--- config.mk ---
export PLATFORM = sky130hd
export DESIGN_NAME = hst_timer
export DESIGN_NICKNAME = d
export VERILOG_FILES = /design/src/rtl/hst_pkg.sv /design/src/rtl/hst_tick_if.sv /design/src/rtl/hst_sync_stage.sv /design/src/rtl/hst_prescaler.sv /design/src/rtl/hst_timer.sv
export SDC_FILE = /design/constraint.sdc
export NUM_CORES = 1
export LEC_CHECK = 0
export ABC_AREA = 1
export BUFFER_PORTS_ARGS = -buffer_cell sky130_fd_sc_hd__buf_4
export CAP_MARGIN = 0
export CORE_MARGIN = 2
export CORE_UTILIZATION = 60
export CTS_BUF_LIST = sky130_fd_sc_hd__clkbuf_8 sky130_fd_sc_hd__clkbuf_16
export DETAILED_ROUTE_END_ITERATION = 16
export PLACE_DENSITY = 0.87
export SLEW_MARGIN = 20
export SYNTH_ARGS = -nofsm -noshare
export SYNTH_HDL_FRONTEND = slang
export SYNTH_SLANG_ARGS = --single-unit
--- constraint.sdc ---
create_clock -name ref_clk -period 4.35 [get_ports ref_clk]
set_input_delay 1.0875 -clock ref_clk [delete_from_list [all_inputs] [get_ports ref_clk]]
set_output_delay 1.0875 -clock ref_clk [all_outputs]
set_load 0.005 [all_outputs]
--- src/rtl/hst_pkg.sv ---
// Package of constants for the high speed 10-bit timer core
package hst_pkg;
  localparam int          ADDR_W        = 8;
  localparam int          DATA_W        = 32;
  localparam int          CNT_W         = 10;
  localparam int          FINE_W        = 11;
  localparam int          DIV_W         = 15;
  localparam logic [7:0]  OFS_COUNT     = 8'h00;
  localparam logic [7:0]  OFS_UBUF      = 8'h04;
  localparam logic [7:0]  OFS_CMP_A     = 8'h08;
  localparam logic [7:0]  OFS_CMP_B     = 8'h0c;
  localparam logic [7:0]  OFS_TOP       = 8'h10;
  localparam logic [7:0]  OFS_CMP_D     = 8'h14;
  localparam logic [7:0]  OFS_CTRL_D    = 8'h18;
  localparam logic [7:0]  OFS_MASK      = 8'h1c;
  localparam logic [7:0]  OFS_FLAGS     = 8'h20;
  localparam logic [7:0]  OFS_CLKSEL    = 8'h24;
  // Flag and mask bit positions
  localparam int          BIT_OVF       = 0;
  localparam int          BIT_A         = 1;
  localparam int          BIT_B         = 2;
  localparam int          BIT_D         = 3;
  // Control register D bit positions
  localparam int          BIT_FIE       = 0;
  localparam int          BIT_FF        = 1;
  localparam int          BIT_ENH       = 2;
  // Clock select register fields
  localparam int          CSEL_LSB      = 0;
  localparam int          PLLSEL_LSB    = 4;
  localparam logic [9:0]  TOP_RST       = 10'h0ff;
  localparam logic [3:0]  CSEL_STOP     = 4'h0;
  localparam logic [1:0]  PLLSEL_SYNC   = 2'h0;
endpackage

--- src/rtl/hst_tick_if.sv ---
// Interface between the timer core and its prescaler
`timescale 1ns/10ps
`default_nettype none
interface hst_tick_if;
  logic [3:0] clock_source_sel;
  logic [1:0] pll_postscaler_sel;
  logic       enhanced;
  logic       tick;
  modport core (output clock_source_sel, output pll_postscaler_sel, output enhanced, input tick);
  modport presc (input clock_source_sel, input pll_postscaler_sel, input enhanced, output tick);
endinterface
`default_nettype wire

--- src/rtl/hst_sync_stage.sv ---
// One register stage used as input or output synchroniser
`timescale 1ns/10ps
`default_nettype none
module hst_sync_stage #(
  parameter int WIDTH = 8
) (
  input  wire logic             ref_clk,
  input  wire logic             reset,
  input  wire logic             load,
  input  wire logic [WIDTH-1:0] din,
  output var  logic [WIDTH-1:0] dout
);
  always_ff @(posedge ref_clk) begin
    if (reset) begin
      dout <= '0;
    end else if (load) begin
      dout <= din;
    end
  end
endmodule
`default_nettype wire

--- src/rtl/hst_prescaler.sv ---
// Timer clock prescaler with synchronous and fast clock sources
`timescale 1ns/10ps
`default_nettype none
module hst_prescaler
  import hst_pkg::*;
(
  input  wire logic ref_clk,
  input  wire logic reset,
  input  wire logic fast_peripheral_clock,
  hst_tick_if.presc tif
);
  typedef struct packed {
    logic             pck_s1;
    logic             pck_s2;
    logic             pck_s3;
    logic [DIV_W-1:0] div;
    logic             tick;
  } hst_presc_s;

  hst_presc_s st_r;
  hst_presc_s st_nxt;

  always_comb begin
    logic             base;
    logic [DIV_W-1:0] lim;
    logic [3:0]       shift;
    base   = 1'b0;
    lim    = '0;
    shift  = 4'h0;
    st_nxt = st_r;
    st_nxt.pck_s1 = fast_peripheral_clock;
    st_nxt.pck_s2 = st_r.pck_s1;
    st_nxt.pck_s3 = st_r.pck_s2;
    // Fast clock edges counted, not used as a clock: single domain
    if (tif.pll_postscaler_sel != PLLSEL_SYNC) begin
      base = st_r.pck_s2 & ~st_r.pck_s3;
    end else begin
      base = 1'b1;
    end
    if (tif.clock_source_sel != CSEL_STOP) begin
      shift = tif.clock_source_sel - 4'h1;
    end
    // Enhanced mode halves any divider above 1 so PWM frequency is unchanged
    if (tif.enhanced && shift != 4'h0) begin
      shift = shift - 4'h1;
    end
    lim = DIV_W'((1 << shift) - 1);
    st_nxt.tick = 1'b0;
    if (tif.clock_source_sel == CSEL_STOP) begin
      st_nxt.div = '0;
    end else if (base) begin
      if (st_r.div >= lim) begin
        st_nxt.div  = '0;
        st_nxt.tick = 1'b1;
      end else begin
        st_nxt.div = st_r.div + DIV_W'(1);
      end
    end
  end

  always_ff @(posedge ref_clk) begin
    if (reset) begin
      st_r <= '0;
    end else begin
      st_r <= st_nxt;
    end
  end

  assign tif.tick = st_r.tick;
endmodule
`default_nettype wire

--- src/rtl/hst_timer.sv ---
// Top of the high speed 10-bit timer core with APB register access
//
// Overview of operation
// - Counter is 10 bits wide, compares 11 bits in enhanced mode
// - Zero upper bits give plain 8-bit timer
// - One shared upper bits buffer register
// - Low byte read loads upper bits buffer
// - Low byte write takes upper bits from buffer
// - Enhanced mode adds resolution, same frequency above divide by 1
// - Buffer gains third bit in enhanced mode
// - Compares A, B, D drive pins, flags
// - Top register clears counter on match
// - Flags register plus fault flag in control D
// - Each source masked individually
// - Async mode counts fast peripheral clock
// - Compare, top and enhanced bit writes pass input synchronisers first
// - Control and compare read back immediately
// - Count, buffer, flags read back delayed
// - Nonzero postscaler select means async mode
// - Zero clock select stops the counter
// - Compare flag set next timer tick
//
// Design decisions made here: the APB slave port and the register addresses.
`timescale 1ns/10ps
`default_nettype none
module hst_timer
  import hst_pkg::*;
(
  input  wire logic                      ref_clk,
  input  wire logic                      reset,
  input  wire logic                      psel,
  input  wire logic                      penable,
  input  wire logic                      pwrite,
  input  wire logic [hst_pkg::ADDR_W-1:0] paddr,
  input  wire logic [hst_pkg::DATA_W-1:0] pwdata,
  output var  logic [hst_pkg::DATA_W-1:0] prdata,
  output var  logic                      pready,
  output var  logic                      pslverr,
  input  wire logic                      fast_peripheral_clock,
  input  wire logic                      fault_in,
  output var  logic                      wave_out_a,
  output var  logic                      wave_out_b,
  output var  logic                      wave_out_d,
  output var  logic                      irq_req
);
  // ------------------------------------------------------------
  // State
  // ------------------------------------------------------------
  typedef struct packed {
    logic [2:0]        ubuf;
    logic [FINE_W-1:0] cmp_a;
    logic [FINE_W-1:0] cmp_b;
    logic [FINE_W-1:0] cmp_d;
    logic [CNT_W-1:0]  top;
    logic [2:0]        ctl_d;
    logic [3:0]        mask;
    logic [3:0]        clksel;
    logic [1:0]        pllsel;
    logic [CNT_W-1:0]  cnt_wr;
    logic              cnt_wr_req;
    logic [FINE_W-1:0] fine;
    logic [3:0]        flags;
    logic [2:0]        pend;
    logic              block;
    logic [DATA_W-1:0] rdata;
    logic              ready;
    logic              err;
    logic              wa;
    logic              wb;
    logic              wd;
    logic              irq;
  } hst_state_s;

  hst_state_s st_r;
  hst_state_s st_nxt;

  hst_tick_if tif ();

  localparam int SI_W = 3 * FINE_W + CNT_W + 2;
  localparam int SO_W = CNT_W + 4 + 3;

  logic [SI_W-1:0] si_q;
  logic [SO_W-1:0] so_q;
  logic            async_mode;
  logic            si_load;

  // ------------------------------------------------------------
  // Synchronisers
  // ------------------------------------------------------------
  // Async mode reloads only on timer ticks; sync mode every cycle
  assign async_mode = (st_r.pllsel != PLLSEL_SYNC);
  assign si_load    = ~async_mode | tif.tick;

  hst_sync_stage #(.WIDTH(SI_W)) u_in_sync (
    .ref_clk (ref_clk),
    .reset   (reset),
    .load    (si_load),
    .din     ({st_r.cmp_a, st_r.cmp_b, st_r.cmp_d, st_r.top, st_r.ctl_d[BIT_ENH],
               st_r.ctl_d[BIT_ENH]}),
    .dout    (si_q)
  );

  hst_sync_stage #(.WIDTH(SO_W)) u_out_sync (
    .ref_clk (ref_clk),
    .reset   (reset),
    .load    (1'b1),
    .din     ({st_r.fine[FINE_W-1:1], st_r.flags, st_r.ubuf}),
    .dout    (so_q)
  );

  hst_prescaler u_presc (
    .ref_clk               (ref_clk),
    .reset                 (reset),
    .fast_peripheral_clock (fast_peripheral_clock),
    .tif                   (tif.presc)
  );

  assign tif.clock_source_sel   = st_r.clksel;
  assign tif.pll_postscaler_sel = st_r.pllsel;
  assign tif.enhanced           = st_r.ctl_d[BIT_ENH];

  // ------------------------------------------------------------
  // Next state
  // ------------------------------------------------------------
  always_comb begin
    logic [FINE_W-1:0] si_a;
    logic [FINE_W-1:0] si_b;
    logic [FINE_W-1:0] si_d;
    logic [CNT_W-1:0]  si_top;
    logic              si_enh;
    logic [CNT_W-1:0]  so_cnt;
    logic [3:0]        so_flags;
    logic [2:0]        so_ubuf;
    logic              setup;
    logic              wr;
    logic              rd;
    logic [7:0]        wb8;
    logic [3:0]        set_f;
    logic [3:0]        clr_f;
    logic              at_top;
    logic [2:0]        hit;
    logic [FINE_W-1:0] step;
    logic [2:0]        ub_mask;
    si_a     = si_q[SI_W-1 -: FINE_W];
    si_b     = si_q[SI_W-1-FINE_W -: FINE_W];
    si_d     = si_q[SI_W-1-2*FINE_W -: FINE_W];
    si_top   = si_q[CNT_W+1:2];
    si_enh   = si_q[1];
    so_cnt   = so_q[SO_W-1 -: CNT_W];
    so_flags = so_q[6:3];
    so_ubuf  = so_q[2:0];
    st_nxt   = st_r;
    setup    = psel & ~penable & ~st_r.ready;
    wr       = psel & penable & st_r.ready & pwrite;
    rd       = psel & penable & st_r.ready & ~pwrite;
    wb8      = pwdata[7:0];
    set_f    = 4'h0;
    clr_f    = 4'h0;
    at_top   = 1'b0;
    hit      = 3'h0;
    step     = '0;
    // Third buffer bit only exists in enhanced mode
    ub_mask  = st_r.ctl_d[BIT_ENH] ? 3'h7 : 3'h3;

    // --------------------------------------------------------
    // APB slave: zero wait, answer registered in setup cycle
    // --------------------------------------------------------
    st_nxt.ready = setup;
    st_nxt.err   = 1'b0;
    if (setup) begin
      st_nxt.rdata = '0;
      unique case (paddr)
        OFS_COUNT:  st_nxt.rdata[7:0] = so_cnt[7:0];
        OFS_UBUF:   st_nxt.rdata[2:0] = so_ubuf;
        OFS_CMP_A:  st_nxt.rdata[7:0] = st_r.cmp_a[7:0];
        OFS_CMP_B:  st_nxt.rdata[7:0] = st_r.cmp_b[7:0];
        OFS_TOP:    st_nxt.rdata[7:0] = st_r.top[7:0];
        OFS_CMP_D:  st_nxt.rdata[7:0] = st_r.cmp_d[7:0];
        OFS_CTRL_D: st_nxt.rdata[2:0] = st_r.ctl_d;
        OFS_MASK:   st_nxt.rdata[3:0] = st_r.mask;
        OFS_FLAGS:  st_nxt.rdata[3:0] = so_flags;
        OFS_CLKSEL: st_nxt.rdata[5:0] = {st_r.pllsel, st_r.clksel};
        default:    st_nxt.err = 1'b1;
      endcase
    end else begin
      // Read data stands only in the access cycle
      st_nxt.rdata = '0;
    end

    // Reading a low byte parks its upper bits in the buffer
    if (rd) begin
      case (paddr)
        OFS_COUNT: st_nxt.ubuf = {1'b0, so_cnt[9:8]};
        OFS_CMP_A: st_nxt.ubuf = st_r.cmp_a[10:8] & ub_mask;
        OFS_CMP_B: st_nxt.ubuf = st_r.cmp_b[10:8] & ub_mask;
        OFS_TOP:   st_nxt.ubuf = {1'b0, st_r.top[9:8]};
        OFS_CMP_D: st_nxt.ubuf = st_r.cmp_d[10:8] & ub_mask;
        default:   st_nxt.ubuf = st_r.ubuf;
      endcase
    end

    // Writing a low byte merges the buffered upper bits
    if (wr) begin
      case (paddr)
        OFS_COUNT: begin
          st_nxt.cnt_wr     = {st_r.ubuf[1:0], wb8};
          st_nxt.cnt_wr_req = 1'b1;
        end
        OFS_UBUF:   st_nxt.ubuf  = wb8[2:0] & ub_mask;
        OFS_CMP_A:  st_nxt.cmp_a = {st_r.ubuf & ub_mask, wb8};
        OFS_CMP_B:  st_nxt.cmp_b = {st_r.ubuf & ub_mask, wb8};
        OFS_TOP:    st_nxt.top   = {st_r.ubuf[1:0], wb8};
        OFS_CMP_D:  st_nxt.cmp_d = {st_r.ubuf & ub_mask, wb8};
        OFS_CTRL_D: begin
          st_nxt.ctl_d[BIT_FIE] = wb8[BIT_FIE];
          st_nxt.ctl_d[BIT_ENH] = wb8[BIT_ENH];
        end
        OFS_MASK:   st_nxt.mask = wb8[3:0];
        OFS_FLAGS:  clr_f = wb8[3:0];
        OFS_CLKSEL: begin
          st_nxt.clksel = wb8[CSEL_LSB +: 4];
          st_nxt.pllsel = wb8[PLLSEL_LSB +: 2];
        end
        default: ;
      endcase
    end

    // --------------------------------------------------------
    // Counter and compare on each timer tick
    // --------------------------------------------------------
    // Normal mode steps two half-counts so the fine bit stays zero
    step   = si_enh ? FINE_W'(1) : FINE_W'(2);
    at_top = (st_r.fine[FINE_W-1:1] == si_top) && (!si_enh || st_r.fine[0]);
    if (si_enh) begin
      hit = {st_r.fine == si_a, st_r.fine == si_b, st_r.fine == si_d};
    end else begin
      hit = {st_r.fine[FINE_W-1:1] == si_a[CNT_W-1:0],
             st_r.fine[FINE_W-1:1] == si_b[CNT_W-1:0],
             st_r.fine[FINE_W-1:1] == si_d[CNT_W-1:0]};
    end
    if (tif.tick) begin
      // Matches found now become flags one tick later
      if (!st_r.block) begin
        set_f[BIT_A] = st_r.pend[2];
        set_f[BIT_B] = st_r.pend[1];
        set_f[BIT_D] = st_r.pend[0];
      end
      st_nxt.pend  = hit;
      st_nxt.block = 1'b0;
      if (st_r.cnt_wr_req) begin
        // CPU write beats count and clear, and masks the next match
        st_nxt.fine       = {st_r.cnt_wr, 1'b0};
        st_nxt.cnt_wr_req = 1'b0;
        st_nxt.block      = 1'b1;
        st_nxt.pend       = 3'h0;
      end else if (at_top) begin
        st_nxt.fine    = '0;
        set_f[BIT_OVF] = 1'b1;
        st_nxt.wa      = 1'b1;
        st_nxt.wb      = 1'b1;
        st_nxt.wd      = 1'b1;
      end else begin
        st_nxt.fine = st_r.fine + step;
      end
      if (!st_r.cnt_wr_req && !at_top) begin
        if (hit[2]) st_nxt.wa = 1'b0;
        if (hit[1]) st_nxt.wb = 1'b0;
        if (hit[0]) st_nxt.wd = 1'b0;
      end
    end else if (st_r.clksel == CSEL_STOP && st_r.cnt_wr_req) begin
      // Stopped timer still takes a count write
      st_nxt.fine       = {st_r.cnt_wr, 1'b0};
      st_nxt.cnt_wr_req = 1'b0;
      st_nxt.block      = 1'b1;
    end

    // Set wins over a clear arriving in the same cycle
    st_nxt.flags = (st_r.flags & ~clr_f) | set_f;
    if (fault_in) begin
      st_nxt.ctl_d[BIT_FF] = 1'b1;
    end else if (wr && paddr == OFS_CTRL_D && wb8[BIT_FF]) begin
      st_nxt.ctl_d[BIT_FF] = 1'b0;
    end

    st_nxt.irq = |(st_r.flags & st_r.mask)
               | (st_r.ctl_d[BIT_FF] & st_r.ctl_d[BIT_FIE]);
  end

  // ------------------------------------------------------------
  // Registers
  // ------------------------------------------------------------
  always_ff @(posedge ref_clk) begin
    if (reset) begin
      st_r     <= '0;
      st_r.top <= TOP_RST;
    end else begin
      st_r <= st_nxt;
    end
  end

  assign prdata     = st_r.rdata;
  assign pready     = st_r.ready;
  assign pslverr    = st_r.err;
  assign wave_out_a = st_r.wa;
  assign wave_out_b = st_r.wb;
  assign wave_out_d = st_r.wd;
  assign irq_req    = st_r.irq;
endmodule
`default_nettype wire

======== After elaboration in Yosys (flattened, before gate mapping) ========
Cells that the tools add are included.
operators by class
  eq/ne operators ......................... 16
  magnitude comparators ................... 1
  shift-type cells ........................ 1
  $add $sub $neg .......................... 5
  bitwise logic cells ..................... 26
  reductions and logical operators ........ 30
  mux-type cells .......................... 46
operators by type and width
  cell                   number
  $mux 11                5
  $mux 47                1
  $eq 10x10->1           4
  $eq 11x11->1           3
  $eq 8x5->1 const B     4
  $pmux 3 s10            1
  $mux 12                2
  $mux 3                 8
  $mux 4                 6
  $eq 8x4->1 const B     2
  $eq 8x6->1 const B     2
  $mux 1                 16
  $reduce_and 2->1       8
  $add 15x1->15 const B  1
  $and 3x3->3            5
  $ge 15x15->1           1
  $mux 15                1
  $pmux 3 s5             1
  $shl 1x4->15 const A   1
  $sub 15x2->15 const B  1
  $pmux 2 s6             1
  $add 11x2->11          1
  $mux 10                1
  $pmux 2 s5             1
  other kinds (21)       48
word-level totals
  bits in registers ....................... 208

======== Longest topological paths before layout ========
  depth in word-level cells ............... 9
  depth in mapped cells ................... 31
  gate-level depth less buffers ........... 30

======== Hierarchy ========
A second synthesis with hierarchy kept.
unflattened totals
  cell total of the unflattened synthesis .. 1,613
  area, all modules ....................... 10,513.8 um^2
by module, submodules not included
  module                       instances  area an instance (um^2)  cells an instance  sequential area each (um^2)
  hst_timer                    1          6,194.7                  974                2,062.0
  hst_sync_stage (u_in_sync)   1          1,866.8                  285                900.9
  hst_prescaler                1          1,720.4                  246                380.4
  hst_sync_stage (u_out_sync)  1          732.0                    108                340.3

======== Worst setup path before layout ========
No wires, ideal clock.
  kind .................................... register to register
  from .................................... register st_r, in the netlist tif.clock_source_sel[0]
  to ...................................... register u_presc.st_r[10] (netlist bit)
  cell stages (with the launch flop) ...... 32
  path slack .............................. 0.730 ns
  data arrival time ....................... 3.556 ns
  path through ............................ dfxtp_1 -> inv_1 -> ha_1 -> nand2_4 -> nand2_2 -> ha_1 -> inv_1 -> a21oi_4 -> nand2_4 -> nand3b_2 -> nand2_4 -> nor2_4 -> nand3_1 -> ha_1 -> nand2_2 -> inv_1 -> nand2_1 -> nand2_1 -> nand2_1 -> inv_1 -> ha_1 -> nand2_1 -> nor2_1 -> nand4_1 -> o211ai_1 -> nand2_1 -> nand2_1 -> or2_2 -> nand2_1 -> nand2_1 -> buf_2 -> nor2_1
between the ends
  cells in the longest elaborated chain, start to end .. 9
RTL lines
  element                                                line                 source
  start, declared                                        hst_timer.sv:74      hst_state_s st_r;
  start signal, assigned                                 hst_timer.sv:297     st_r <= st_nxt;
  branches (longest 9 deep; another with $sub 15x2->15)  n/a
  end signal, assigned                                   hst_prescaler.sv:65  st_r <= st_nxt;
  end, declared                                          hst_prescaler.sv:20  hst_presc_s st_r;
Several ways; the timed one is not identified.
A chain may end at the register's enable or synchronous reset.

======== Final worst setup path ========
  from .................................... register st_r, in the netlist tif.clock_source_sel[0]
  to ...................................... register u_presc.st_r[11] (netlist bit)
The elaborated chain is that of the path after synthesis.

==> flow_metrics.py <==
metrics = {
    "setup_path": {
        "reg2reg_depth": 30,
        "critPathKind": "register to register",
        "cpPeakStageDelay_ns": 0.31,
        "required_ns": 4.72,
        "cpMaxStageDelayCell": "dfxtp_1",
        "startpoint_type": "register",
        "cp-end-kind": "register",
        "arrival_ns": 4.30,
        "crit_top_cell": "nand2_1",
        "reg2reg_setup_slack_ns": 0.42,
        "worstPathMaxFanout": 14,
        "reg2reg_to": "u_presc.st_r[11]",
        "r2r-start": "tif.clock_source_sel[0]",
    },
    "power_and_ir_drop": {
        "p_switching_w": 0.000832,
        "ir_worst_vdd_v": 0.000299,
        "seqPwrFrac_pct": 50.9,
        "swShare_pct": 25.1,
        "p_leak_nw": 4.32,
        "power_density_nw_per_um2": 327,
        "intPower_w": 0.00248,
        "share_comb_of_total_power_pct": 2.8,
        "clock_power_share_pct": 46.3,
    },
    "outcome": {
        "status": "finished, final reports clean",
    },
    "job": {
        "cap_violations": 0,
    },
    "routing": {
        "wire_per_inst_microns": 16.9,
        "ant_nets": 0,
        "via_count": 8604,
        "drt-pass1-iter-count": 6,
        "drcViolationCount": 0,
        "drt-initial-drc-count": 898,
        "avgViaCountPerCell": 5.85,
        "wl_microns": 24800,
    },
    "layout": {
        "drive_gt1_share_pct": 11.2,
        "fin_cells": 1470,
        "syn2layout_area_growth_pct": 8.46,
        "diodes": 0,
        "fillers": 1256,
        "utilization_pct": 66.7,
        "final_nets": 1341,
    },
    "synth": {
        "synth.avg_cell_area_sq_um": 7.39,
        "synth_cell_types": 48,
        "netlist_instances": 1264,
        "ys.warnings.count": 0,
        "ys_seq_area_share_pct": 39.2,
        "ys_seq_elements": 183,
        "netlist_area_sq_um": 9350,
    },
    "timing": {
        "worst_pin_slew_ns": 0.968,
        "finalSetupViolCount": 0,
        "hold_viol_final": 0,
        "skew_ns": 0.0129,
        "max_slew_margin_pct": 35.3,
        "tns_ns": 0,
        "clock.fmax_mhz": 254,
        "fin_crit_sh_pct": 90.5,
        "rsz0062_at_grt": "false",
        "post-route-min-period_ns": 3.93,
        "final-max-slew-violation-count": 0,
    },
    "clock_tree": {
        "root_buffer": "clkbuf_16",
        "clockBufferDepth": 2,
        "cts_buffers": 17,
        "numClockSinks": 183,
        "clkTransAtPathRegs_ns": 0.07,
        "cts_tree": "built",
        "clock_latency_ns": 0.44,
        "htree_levels": 4,
    },
    "min_path": {
        "min-delay-start": "u_presc.st_nxt[17]",
        "holdPathEnd": "u_presc.st_nxt[16]",
        "worstHoldPathType": "register to register",
        "min_path_cells": 2,
    },
    "placement": {
        "portBuffers": 36,
        "globalplace.congestion": 0.965,
        "dpl.hpwl_microns": 18100,
        "dp_cells": 1438,
    },
    "die": {
        "die_area_sq_um": 16600,
        "fp-row-count": 45,
        "core_sq_um": 15200,
        "initial_utilization_pct": 61.5,
        "dieHeight_microns": 129,
        "die_x_microns": 129,
        "num_io_pins": 85,
    },
    "global_route": {
        "grt_pass1_vias": 7758,
        "grt.total_usage_pct": 30.7,
        "antenna_found_initial": 0,
        "grt_start_max_net_pins": 47,
        "grt_overflow": 0,
        "grt_pass1_wl_microns": 39700,
    },
}
[power by group through the flow]
| stage | clock [W] | sequential [W] | combinational (W) |
|---|---|---|---|
| final | 0.00153 | 0.00169 | 0.0000934 |
| after floorplan | 0 | 0.00172 | 0.0000687 |
| after global routing | 0.00160 | 0.00169 | 0.000104 |
| after CTS | 0.00152 | 0.00169 | 0.0000909 |
| after global placement | 0 | 0.00172 | 0.0000882 |
| after detailed placement | 0 | 0.00172 | 0.0000898 |
[metrics by stage]
| step | power [W] | hold slack, ns | cell area, sq um | worst slack [ns] |
|---|---|---|---|---|
| floorplan | 0.00179 | 0.388 | 9430 | 0.730 |
| global placement | 0.00181 | 0.417 | 9540 | 0.303 |
| detailed placement | 0.00181 | 0.416 | 9540 | 0.204 |
| CTS | 0.00330 | 0.429 | 10100 | 0.170 |
| global route | 0.00339 | 0.452 | 10100 | 0.0257 |
| finish | 0.00331 | 0.431 | 10100 | 0.415 |
[how the worst max path moves through the flow]
stage,start,end,slack (ns),cells after the start
2_1_floorplan,tif.clock_source_sel[0],u_presc.st_r[10],0.73,31
3_3_place_gp,tif.clock_source_sel[0],u_presc.st_r[11],0.30,30
3_5_place_dp,tif.clock_source_sel[0],u_presc.st_r[11],0.20,30
4_1_cts,tif.clock_source_sel[0],u_presc.st_r[11],0.17,30
5_1_grt,tif.clock_source_sel[0],u_presc.st_r[11],0.03,30
6_report,tif.clock_source_sel[0],u_presc.st_r[11],0.42,30
[layout make-up]
type,count,area (sq um),area share (%)
multi-input cells,863,4720,46.5
flip-flops and latches,183,3660,36.1
inverters,160,603,5.95
clock buffers,17,425,4.20
repair buffers,44,330,3.26
well taps,188,235,2.32
clock inverters,15,161,1.59
[cell families after synthesis]
kind of cell | count (synthesis) | synth area share, %
buffers and inverters | 241 | 11.4
AOI/OAI and AO/OA | 318 | 18.6
and+or+nand+nor | 436 | 21.7
adders and majority gates | 25 | 3.43
DFF | 183 | 39.2
xor gates and xnor gates | 60 | 5.62
other | 1 | 0.0401
[per-layer routing]
metal / vias up / GRT usage, % / wire length (microns)
li1: 4127 / - / -
met1: 3907 / 40.9 / 10100
met2: 489 / 47.9 / 11100
met3: 81 / 5.78 / 2500
met4: 0 / 15.0 / 1170
met5: - / 0 / 0
[state kept, by name (all words and copies together), names as in the netlist, 2 cells and up]
name / flops
prdata: 8
st_r: 83
tif.clock_source_sel: 4
tif.pll_postscaler_sel: 2
u_in_sync.dout: 44
u_out_sync.dout: 17
u_presc.st_nxt: 2
u_presc.st_r: 16
[cell usage in the layout (no fill, tap or decap), types with 6 or more instances in the layout]
cell type / instances
nor2_2: 11
nor2_1: 127
nand2_2: 16
xor2_1: 33
clkbuf_16: 17
conb_1: 24
a221oi_1: 6
nor3_1: 13
o21ai_0: 121
nand4_1: 24
nor4_1: 11
o22ai_1: 14
a21oi_1: 140
a211oi_1: 8
o211ai_1: 8
dfxtp_1: 183
inv_1: 146
nand2_1: 163
xnor2_1: 27
or2_2: 6
inv_2: 10
ha_1: 23
buf_4: 44
nand3_1: 43
nand2_4: 9
[critical path, delay by kind of cell, from the launching register on]
kind | cells | cell delay, ns
and+or+nand+nor | 20 | 2.03
AOI/OAI and AO/OA | 2 | 0.21
adders and majority gates | 4 | 0.98
buffers and inverters | 4 | 0.30
DFF | 1 | 0.31
[synth_stat cells, drive strengths merged]
| library cell | instances | area (sq um) |
|---|---|---|
| nand3 | 45 | 235 |
| nor3 | 14 | 75.1 |
| or2 | 7 | 43.8 |
| o21a | 3 | 22.5 |
| o311ai | 1 | 8.76 |
| xnor2 | 27 | 236 |
| a211oi | 8 | 60.1 |
| a21oi | 141 | 717 |
| dfxtp | 183 | 3660 |
| conb | 1 | 3.75 |
| buf | 49 | 338 |
| o21ai | 126 | 649 |
| xor2 | 33 | 289 |
| nor3b | 1 | 7.51 |
| nand2 | 188 | 806 |
| ha | 24 | 300 |
| nand4 | 24 | 150 |
| o31ai | 4 | 30.0 |
| fa | 1 | 20.0 |
| o22ai | 14 | 87.6 |
| a31oi | 3 | 18.8 |
| clkbuf | 32 | 120 |
| nand3b | 1 | 11.3 |
| o211ai | 8 | 60.1 |
| nor2 | 141 | 579 |
| clkinv | 4 | 15.0 |
| and2 | 1 | 6.26 |
| inv | 156 | 588 |
| o2111ai | 4 | 35.0 |
| a221oi | 6 | 52.6 |
| nor4 | 14 | 115 |
[repair_timing]
item | 4_1_cts | 5_1_grt
hold buffers | 0 | 0
hold endpoints to repair | 0 | 0
endpoints found under the setup margin | 0 | 14
buffers inserted | 0 | 0
resized for setup | 0 | 3
No activity file was read; power rests on OpenSTA's default activity.
